<file path="config.mk">
export PLATFORM = sky130hd
export DESIGN_NAME = sqrt_abs_unit
export DESIGN_NICKNAME = d
export VERILOG_FILES = /design/src/sqrt_abs_pkg.sv /design/src/sqrt_core.sv /design/src/sqrt_abs_unit.sv
export SDC_FILE = /design/constraint.sdc
export NUM_CORES = 2
export LEC_CHECK = 0
export ABC_AREA = 1
export BUFFER_PORTS_ARGS = -buffer_cell sky130_fd_sc_hd__buf_2
export CELL_PAD_IN_SITES_DETAIL_PLACEMENT = 2
export CELL_PAD_IN_SITES_GLOBAL_PLACEMENT = 2
export CORE_ASPECT_RATIO = 1.25
export CORE_MARGIN = 2
export CORE_UTILIZATION = 34
export DETAILED_ROUTE_END_ITERATION = 10
export GPL_TIMING_DRIVEN = 0
export PLACE_DENSITY = 0.88
export SETUP_SLACK_MARGIN = 0.2
export SLEW_MARGIN = 20
export SYNTH_ARGS = -nofsm -noshare
export SYNTH_HDL_FRONTEND = slang
export SYNTH_HIERARCHICAL = 1
export SYNTH_SLANG_ARGS = --single-unit
</file>
<file path="constraint.sdc">
create_clock -name clk -period 9.5 [get_ports clk]
set_input_delay 2.85 -clock clk [delete_from_list [all_inputs] [get_ports clk]]
set_output_delay 2.85 -clock clk [all_outputs]
set_load 0.005 [all_outputs]
</file>
<file path="src/sqrt_abs_pkg.sv">
// constants shared by the square-root/magnitude unit and its root core
// operands are single-precision binary floating-point words
package sqrt_abs_pkg;
	localparam int FLT_W = 32;
	localparam logic [7:0] EXP_SPECIAL = 8'hFF;
	localparam logic [7:0] EXP_BIAS = 8'h7F;
	localparam logic [9:0] EXP_BIAS_W = 10'h07F;
	localparam logic [31:0] LOW_CUT_DEFAULT = 32'h00000000;
	localparam logic [31:0] GAIN_DEFAULT = 32'h41200000;
	localparam logic [31:0] FLT_ZERO = 32'h00000000;
	localparam int ROOT_STEPS = 24;
	localparam logic [4:0] ROOT_LAST = 5'h17;
	localparam int SQRT_LAT_MIN = 20;
	localparam int SQRT_LAT_MAX = 30;
endpackage

</file>
<file path="src/sqrt_core.sv">
// iterative restoring square root of a positive normal float
// start is taken only while the core is idle; a start while busy_ff is high is ignored
`timescale 1ns/1ps
`default_nettype none
module sqrt_core (
	// clock and reset
	input wire logic clk,
	input wire logic nrst,
	// request
	input wire logic start,
	input wire logic [sqrt_abs_pkg::FLT_W-1:0] radicand,
	// answer
	output logic done,
	output logic [sqrt_abs_pkg::FLT_W-1:0] root
);
	import sqrt_abs_pkg::*;
	logic busy_ff;
	logic done_ff;
	logic [4:0] cnt_ff;
	logic [47:0] rad_ff;
	logic [47:0] rad_orig_ff;
	logic [25:0] rem_ff;
	logic [23:0] root_ff;
	logic [7:0] exp_ff;
	logic [31:0] root_ff_out;
	logic [25:0] cur;
	logic [25:0] trial;
	logic [25:0] nxt_rem;
	logic [23:0] nxt_root;
	logic signed [9:0] unb;
	logic [24:0] mant25;

	// odd unbiased exponent doubles the mantissa so the halved exponent is exact
	always_comb begin
		unb = $signed({2'b00, radicand[30:23]}) - $signed(EXP_BIAS_W);
		mant25 = radicand[23] ? {2'b01, radicand[22:0]} :
			{1'b1, radicand[22:0], 1'b0};
		cur = {rem_ff[23:0], rad_ff[47:46]};
		trial = {root_ff, 2'b01};
		if (cur >= trial) begin
			nxt_rem = cur - trial;
			nxt_root = {root_ff[22:0], 1'b1};
		end else begin
			nxt_rem = cur;
			nxt_root = {root_ff[22:0], 1'b0};
		end
	end

	always_ff @(posedge clk or negedge nrst) begin
		if (!nrst) begin
			busy_ff <= 1'b0;
			done_ff <= 1'b0;
			cnt_ff <= 5'h00;
			rad_ff <= 48'h000000000000;
			rad_orig_ff <= 48'h000000000000;
			rem_ff <= 26'h0000000;
			root_ff <= 24'h000000;
			exp_ff <= 8'h00;
			root_ff_out <= FLT_ZERO;
		end else begin
			done_ff <= 1'b0;
			if (start && !busy_ff) begin
				busy_ff <= 1'b1;
				cnt_ff <= 5'h00;
				rad_ff <= {mant25, 23'h000000};
				rad_orig_ff <= {mant25[24:0], 23'h000000};
				rem_ff <= 26'h0000000;
				root_ff <= 24'h000000;
				exp_ff <= 8'(unb >>> 1) + EXP_BIAS;
			end else if (busy_ff) begin
				rad_ff <= {rad_ff[45:0], 2'b00};
				rem_ff <= nxt_rem;
				root_ff <= nxt_root;
				cnt_ff <= cnt_ff + 5'h01;
				if (cnt_ff == ROOT_LAST) begin
					busy_ff <= 1'b0;
					done_ff <= 1'b1;
					root_ff_out <= {1'b0, exp_ff, nxt_root[22:0]};
				end
			end
		end
	end

	assign done = done_ff;
	assign root = root_ff_out;

	// the truncated root squared never exceeds the radicand
	chk_root_floor: assert property (@(posedge clk) disable iff (!nrst) // RULE1
		done |-> ({24'h000000, 1'b1, root[22:0]} * {24'h000000, 1'b1,
		root[22:0]}) <= rad_orig_ff)
		else $error("root too large");
	chk_root_ceil: assert property (@(posedge clk) disable iff (!nrst) // RULE1
		done |-> (({25'h0000000, 1'b1, root[22:0]} + 49'h1) *
		({25'h0000000, 1'b1, root[22:0]} + 49'h1)) > rad_orig_ff)
		else $error("root too small");
endmodule
`default_nettype wire

</file>
<file path="src/sqrt_abs_unit.sv">
// scaled square root with low cut, and magnitude with sign flags
// each exec pulse is one program execution with its start condition true
//
// Function
// RULE1 - root result is the gain times the square root of the input
// RULE2 - a scaled result at or below the low-cut level becomes zero
// RULE3 - a negative input gives zero with no root computed; the core still runs its 24 steps and the root is discarded
// RULE4 - unset low cut defaults to 0.0 and unset gain to 10.0
// RULE5 - magnitude result is the input with its sign removed
// RULE6 - positive flag for input above zero, negative flag below, none at zero
// RULE7 - special operands or overflow raise the operation error
// RULE8 - results and flags are written only by this unit
// RULE9 - evaluate once per execution, otherwise hold results and flags; a root_exec while root_busy is high is ignored
`timescale 1ns/1ps
`default_nettype none
module sqrt_abs_unit (
	// clock and reset
	input wire logic clk,
	input wire logic nrst,
	// root function
	input wire logic root_exec,
	input wire logic [sqrt_abs_pkg::FLT_W-1:0] root_input_value,
	input wire logic low_cut_set,
	input wire logic [sqrt_abs_pkg::FLT_W-1:0] low_cut_level,
	input wire logic gain_set,
	input wire logic [sqrt_abs_pkg::FLT_W-1:0] gain_coef,
	output logic root_busy,
	output logic root_done,
	output logic root_error,
	output logic [sqrt_abs_pkg::FLT_W-1:0] root_result_value,
	// magnitude function
	input wire logic mag_exec,
	input wire logic [sqrt_abs_pkg::FLT_W-1:0] mag_input_value,
	output logic mag_done,
	output logic mag_error,
	output logic [sqrt_abs_pkg::FLT_W-1:0] mag_result_value,
	output logic positive_flag,
	output logic negative_flag
);
	import sqrt_abs_pkg::*;
	localparam int LAT_LO = SQRT_LAT_MIN;
	localparam int LAT_HI = SQRT_LAT_MAX;
	typedef enum logic [2:0] {
		ST_IDLE = 3'b001,
		ST_ROOT = 3'b010,
		ST_SCALE = 3'b100
	} root_state_e;

	root_state_e state_ff;
	logic accept;
	logic core_done;
	logic [31:0] core_root;
	logic [31:0] gain_ff;
	logic [31:0] cut_ff;
	logic zero_in_ff;
	logic neg_in_ff;
	logic special_ff;
	logic [31:0] root_result_ff;
	logic root_done_ff;
	logic root_error_ff;
	logic [47:0] prod;
	logic signed [10:0] prod_exp;
	logic [31:0] scaled;
	logic ovf;
	logic cut_hit;
	logic [31:0] mag_result_ff;
	logic pos_ff;
	logic neg_ff;
	logic mag_done_ff;
	logic mag_error_ff;
	logic mag_special;

	function automatic logic flt_le(input logic [31:0] a, input logic [31:0] b);
		logic r;
		r = 1'b0;
		if (a[30:0] == 31'h0 && b[30:0] == 31'h0)
			r = 1'b1;
		else if (a[31] != b[31])
			r = a[31];
		else if (!a[31])
			r = a[30:0] <= b[30:0];
		else
			r = a[30:0] >= b[30:0];
		return r;
	endfunction

	assign accept = root_exec && (state_ff == ST_IDLE); // RULE9

	sqrt_core u_core (
		.clk(clk),
		.nrst(nrst),
		.start(accept),
		.radicand(root_input_value),
		.done(core_done),
		.root(core_root)
	);

	always_ff @(posedge clk or negedge nrst) begin
		if (!nrst) begin
			state_ff <= ST_IDLE;
		end else begin
			case (state_ff)
				ST_IDLE: begin
					if (accept)
						state_ff <= ST_ROOT;
				end
				ST_ROOT: begin
					if (core_done)
						state_ff <= ST_SCALE;
				end
				ST_SCALE: state_ff <= ST_IDLE;
				default: state_ff <= ST_IDLE;
			endcase
		end
	end

	// operands are latched at acceptance so later input changes do not leak in
	always_ff @(posedge clk or negedge nrst) begin
		if (!nrst) begin
			gain_ff <= GAIN_DEFAULT;
			cut_ff <= LOW_CUT_DEFAULT;
			zero_in_ff <= 1'b0;
			neg_in_ff <= 1'b0;
			special_ff <= 1'b0;
		end else if (accept) begin
			gain_ff <= gain_set ? gain_coef : GAIN_DEFAULT; // RULE4
			cut_ff <= low_cut_set ? low_cut_level : LOW_CUT_DEFAULT; // RULE4
			zero_in_ff <= root_input_value[30:23] == 8'h00;
			neg_in_ff <= root_input_value[31]; // RULE3
			special_ff <= root_input_value[30:23] == EXP_SPECIAL ||
				(gain_set && gain_coef[30:23] == EXP_SPECIAL) ||
				(low_cut_set && low_cut_level[30:23] == EXP_SPECIAL); // RULE7
		end
	end

	// gain times root; subnormal gains flush to zero
	always_comb begin
		prod = {1'b1, core_root[22:0]} * {1'b1, gain_ff[22:0]};
		prod_exp = $signed({3'b000, core_root[30:23]}) +
			$signed({3'b000, gain_ff[30:23]}) -
			$signed({1'b0, EXP_BIAS_W}) + (prod[47] ? 11'sd1 : 11'sd0);
		ovf = 1'b0;
		scaled = FLT_ZERO;
		if (gain_ff[30:23] == 8'h00 || prod_exp <= 11'sd0) begin
			scaled = FLT_ZERO;
		end else if (prod_exp >= 11'sd255) begin
			ovf = 1'b1; // RULE7
		end else begin
			scaled = {gain_ff[31], prod_exp[7:0],
				prod[47] ? prod[46:24] : prod[45:23]}; // RULE1
		end
		cut_hit = flt_le(scaled, cut_ff); // RULE2
	end

	always_ff @(posedge clk or negedge nrst) begin
		if (!nrst) begin
			root_result_ff <= FLT_ZERO;
			root_done_ff <= 1'b0;
			root_error_ff <= 1'b0;
		end else begin
			root_done_ff <= state_ff == ST_SCALE;
			if (state_ff == ST_SCALE) begin
				root_error_ff <= special_ff || (ovf && !neg_in_ff && !zero_in_ff);
				if (special_ff) begin
					root_result_ff <= root_result_ff;
				end else if (neg_in_ff || zero_in_ff) begin
					root_result_ff <= FLT_ZERO; // RULE3
				end else if (ovf) begin
					root_result_ff <= root_result_ff; // RULE7
				end else if (cut_hit) begin
					root_result_ff <= FLT_ZERO; // RULE2
				end else begin
					root_result_ff <= scaled; // RULE1
				end
			end
		end
	end

	assign mag_special = mag_input_value[30:23] == EXP_SPECIAL;

	always_ff @(posedge clk or negedge nrst) begin
		if (!nrst) begin
			mag_result_ff <= FLT_ZERO;
			pos_ff <= 1'b0;
			neg_ff <= 1'b0;
			mag_done_ff <= 1'b0;
			mag_error_ff <= 1'b0;
		end else begin
			mag_done_ff <= mag_exec;
			if (mag_exec) begin // RULE9
				mag_error_ff <= mag_special; // RULE7
				if (!mag_special) begin
					mag_result_ff <= {1'b0, mag_input_value[30:0]}; // RULE5
					pos_ff <= !mag_input_value[31] &&
						mag_input_value[30:0] != 31'h0; // RULE6
					neg_ff <= mag_input_value[31] &&
						mag_input_value[30:0] != 31'h0; // RULE6
				end
			end
		end
	end

	// outputs are flip-flops, except root_busy decoded from state_ff, with no write path from outside
	assign root_result_value = root_result_ff; // RULE8
	assign root_done = root_done_ff;
	assign root_error = root_error_ff;
	assign root_busy = state_ff != ST_IDLE;
	assign mag_result_value = mag_result_ff; // RULE8
	assign positive_flag = pos_ff;
	assign negative_flag = neg_ff;
	assign mag_done = mag_done_ff;
	assign mag_error = mag_error_ff;

	chk_root_latency: assert property (@(posedge clk) disable iff (!nrst) // RULE9
		accept |-> ##[LAT_LO:LAT_HI] root_done)
		else $error("root result late");
	chk_root_hold: assert property (@(posedge clk) disable iff (!nrst) // RULE9
		!root_done |-> $stable(root_result_value))
		else $error("root result changed without execution");
	chk_neg_zero: assert property (@(posedge clk) disable iff (!nrst) // RULE3
		accept && root_input_value[31] &&
		root_input_value[30:23] != EXP_SPECIAL &&
		!(gain_set && gain_coef[30:23] == EXP_SPECIAL) &&
		!(low_cut_set && low_cut_level[30:23] == EXP_SPECIAL) |->
		##[LAT_LO:LAT_HI] (root_done && root_result_value == 32'h0))
		else $error("negative input not zeroed");
	chk_low_cut: assert property (@(posedge clk) disable iff (!nrst) // RULE2
		state_ff == ST_SCALE && !special_ff && !ovf && cut_hit |=>
		root_result_value == 32'h0)
		else $error("low cut not applied");
	chk_gain_default: assert property (@(posedge clk) disable iff (!nrst) // RULE4
		accept && !gain_set && !low_cut_set |=>
		gain_ff == 32'h41200000 && cut_ff == 32'h0)
		else $error("default constants not used");
	chk_special_error: assert property (@(posedge clk) disable iff (!nrst) // RULE7
		accept && root_input_value[30:23] == 8'hFF |->
		##[LAT_LO:LAT_HI] (root_done && root_error))
		else $error("special operand not flagged");
	chk_mag_value: assert property (@(posedge clk) disable iff (!nrst) // RULE5
		mag_exec && !mag_special |=>
		mag_done && mag_result_value == {1'b0, $past(mag_input_value[30:0])})
		else $error("magnitude wrong");
	chk_flag_sign: assert property (@(posedge clk) disable iff (!nrst) // RULE6
		mag_exec && !mag_special && mag_input_value[31] &&
		mag_input_value[30:0] != 31'h0 |=> negative_flag && !positive_flag)
		else $error("negative flag wrong");
	chk_flag_excl: assert property (@(posedge clk) disable iff (!nrst) // RULE6
		!(positive_flag && negative_flag))
		else $error("both sign flags set");
	chk_mag_hold: assert property (@(posedge clk) disable iff (!nrst) // RULE9
		!$past(mag_exec) |-> $stable(mag_result_value) && $stable(positive_flag))
		else $error("magnitude changed without execution");
endmodule
`default_nettype wire

</file>
==> key figures, run 1 <==
Placement
  – Hpwl dp: 137000 um
  – Buffers on Ports: a little over 200
  – GPL Wtd Cong: 0.938
  – Placed cell areas: around 37000 sq um

Clocking
  – CTS sink cnt: ~260
  – Hold-fix buffers at CTS: 0
  – CTS Buf Count: 27
  – H-tree levels: 1
  – CTS max path bufs: 3
  – Clock root cell: clkbuf_16

Floorplanning
  – Vert. Die Dim: 358 um
  – Initial Util: 0.343
  – Row count: approximately 130
  – Die width: ~290 um
  – Ports: 205

Timing
  – Worst_ep grt: root_result_value[7]$_DFFE_PN0P_/D
  – Kind of the worst endpoint: sequential cell input

Run status
  – Err: [ERROR GRT-0232] Routing congestion too high. Check the congestion heatmap in the GUI.
  – Last stage reached: 5_1_grt
  – Status: aborted with a tool error

Synth
  – Cells after synthesis: ~4500
  – Syn avg cell area: approximately 7.6 sq um
  – Mapped cell area: around 34000 sq um
  – Synth warn: 6
  – Synthesized Nets: between 5000 and 6000

GRT
  – Initial antenna violation count: 44
  – Tot GR Track Use: 0.683
  – Overflow after GRT: 34
  – Largest net degree at the start of global routing: between 90 and 100
==> timing repair <==
action                                  in CTS
cloned                                       5
hold endpoints to repair                     0
buffers inserted                           169
pin swaps                                  130
resized for setup                          541
endpoints found under the setup margin      33
==> layer usage <==
layer | overflow | global-route usage
met4 | 15 | 0.726
met2 | 18 | 0.857
met3 | 1 | 0.542
met5 | 0 | 0.279
met1 | 0 | 0.645
==> metrics by stage <==
| step | cells | TNS [ps] | setup slack [ps] | hold slack, ps |
|---|---|---|---|---|
| 4_1_cts | 6223 | -19010 | -667 | 489 |
| 3_3_place_gp | 5997 | -69250 | -2190 | 458 |
| 3_5_place_dp | 5999 | -98400 | -3110 | 466 |
| 2_1_floorplan | 4485 | 0 | 215 | 437 |
==> run 2, diff against run 1 <==
Settings changed: CELL_PAD_IN_SITES_DETAIL_PLACEMENT 2 to unset, CELL_PAD_IN_SITES_GLOBAL_PLACEMENT 2 to unset, CORE_ASPECT_RATIO 1.25 to unset, CORE_UTILIZATION 34 to 40, PLACE_DENSITY 0.88 to unset, PLACE_DENSITY_LB_ADDON set to 0.15, SETUP_SLACK_MARGIN 0.2 to unset.
Clock period 9.5 ns to 12.3 ns, I/O delays scaled along.
==> run 2 against run 1 <==
Net effect:
- the run now ends clean
- area after synthesis did not move
- synthesized cell count unchanged
==> key figures, run 2 <==
Run status
  – Status: finished, final reports clean

Floorplanning
  – Core area: approximately 85000 sq um
  – Initial Util: 0.402
  – Ports: between 200 and 250
  – Vert. Die Dim: between 200 and 300 um
  – Row count: 107
  – DIE AREA: just under 90000 sq um
  – Die width: just under 300 um

Worst setup path
  – Startpoint types: flop
  – Crit path max fanout: 18
  – Most common cell on crit path: nand2_1
  – Worst path max stage delay: 580 ps
  – Critical Path RT: 12760 ps
  – Cell family with most CP delay: adder cells
  – Critical path type: flop to flop
  – Buf+Inv Stages, Crit Path: 13
  – Setup crit end kind: flop
  – Max stage delay cell, worst path: fa_1
  – WP data arrival: 12130 ps

GRT
  – Gr busiest metal: met2
  – Overflow after GRT: 0
  – Initial antenna violation count: 7
  – Tot GR Track Use: 0.258
  – Largest net degree at the start of global routing: 84
  – Met1 usage: 0.350
  – Met3 usage: 0.0366
  – First-pass GRT wire length: between 150000 and 200000 um
  – GRT met2 Usage: 0.425
  – Vias in the first global route: slightly below 30000

Clocking
  – H-tree levels: 1
  – CTS tree: done
  – Clock latency on the worst-skew pair: around 580 ps
  – Clock-pin slew on the worst setup and hold paths: roughly 60 ps
  – Hold-fix buffers at CTS: 0
  – CTS Buf Count: 28
  – CTS sink cnt: between 200 and 300
  – Clock root cell: clkbuf_16
  – CTS max path bufs: 3

Synth
  – Mapped cell area: between 30000 and 40000 sq um
  – Synthesized Nets: between 5000 and 6000
  – Cells after synthesis: 4485
  – Syn avg cell area: between 7 and 8 sq um
  – Synth warn: 6

Timing
  – Slew margin rel.: 0.300
  – Final Critical Period: 11670 ps
  – Final Hold Vio Count: 0
  – Tightest Pin Transition: 1050 ps
  – F_max: between 80 and 90 MHz
  – Final setup fails: 0
  – Clock skew: roughly 15 ps
  – RSZ-0062 raised after global routing: false
  – Slew Limit Fails: 0
  – Crit share post-route: 0.949
  – Minimum hold slack: around 470 ps

Route
  – Detail Route Antenna Nets: 0
  – DR pass1 iterations: 5
  – Vias per cell: 4.93
  – Drc violations: 0
  – Post-DR wirelength/cell: approximately 19 um
  – 1st-iter DRT viols: 1938
  – Vias: 29000
  – Routed WL: approximately 110000 um

Layout
  – Non-Filler Instances: 5886
  – Most common cell after layout, fill and taps aside: nand2_1
  – Nets: between 5000 and 6000
  – Share of cells above drive strength 1: 0.0858
  – Area growth syn-to-layout: 10.6%
  – Most frequent cells in the layout: nand2_1 (1203), inv_1 (1145), fa_1 (482)

Placement
  – GPL Wtd Cong: roughly 0.96
  – Hpwl dp: about 92000 um
  – Buffers on Ports: between 200 and 250
  – Placed Instances: 5834

Min path
  – Worst min path class: flop to flop

Flow run
  – Max Cap Viol: 0
run 2: area by class of cell:
type	count	area, sq um
Fill cell	8811	47100
Multi-Input combinational cell	2897	22500
Sequential cell	258	6470
Inverter	1151	4320
Tap cell	1144	1430
Timing Repair Buffer	205	1100
Buffer	178	883
Clock buffer	37	805
Clock inverter	15	155
Antenna cell	1	2.50
run 2: routing by layer:
layer / share of wire / vias up
met4: 0.037 / 6
met3: 0.070 / 169
met5: 0.00031 / -
li1: - / 13800
met2: 0.46 / 850
met1: 0.43 / 14200
run 2: timing repair:
| action | CTS | global route |
|---|---|---|
| endpoints found under the setup margin | 32 | 32 |
| setup buffers | 0 | 0 |
| gates resized for setup | 15 | 134 |
run 2: tightest hold or removal path, delay by kind of cell, from the launching register on:
kind	cells	cell delay, ps
flip-flops	1	340
AND/OR/NAND/NOR	2	100
run 2: through the flow:
step           instance area (sq um)   util  setup WS, ps  TNS [ps]
3_3_place_gp                   36500  0.431          -299     -8160
2_1_floorplan                  34100      -          2510         0
6_report                       37700  0.445           630         0
3_5_place_dp                   36600  0.432          -316     -8740
5_1_grt                        37700  0.445          78.6         0
4_1_cts                        37600  0.444          29.9         0
run 2: worst paths after layout:
| kind | startpoint | end | slack [ps] | cells past startpoint |
|---|---|---|---|---|
| worst max-delay path | gain_ff[5] | root_result_value[4] | 630 | 51 |
| worst min-delay path | root_result_value[20] | root_result_value[20] | 470 | 2 |
| worst max register to register | gain_ff[5] | root_result_value[4] | 630 | 51 |
| worst min register to register | root_result_value[20] | root_result_value[20] | 470 | 2 |
| max in group asynchronous | nrst | root_result_value[6] | 8120 | 3 |
| min in group asynchronous | nrst | u_core/rad_ff[39] | 3000 | 1 |
Power of run 2 is left out: the tool's default activity adds up to more than one toggle a clock period on the data nets, which glitch-free logic cannot reach.
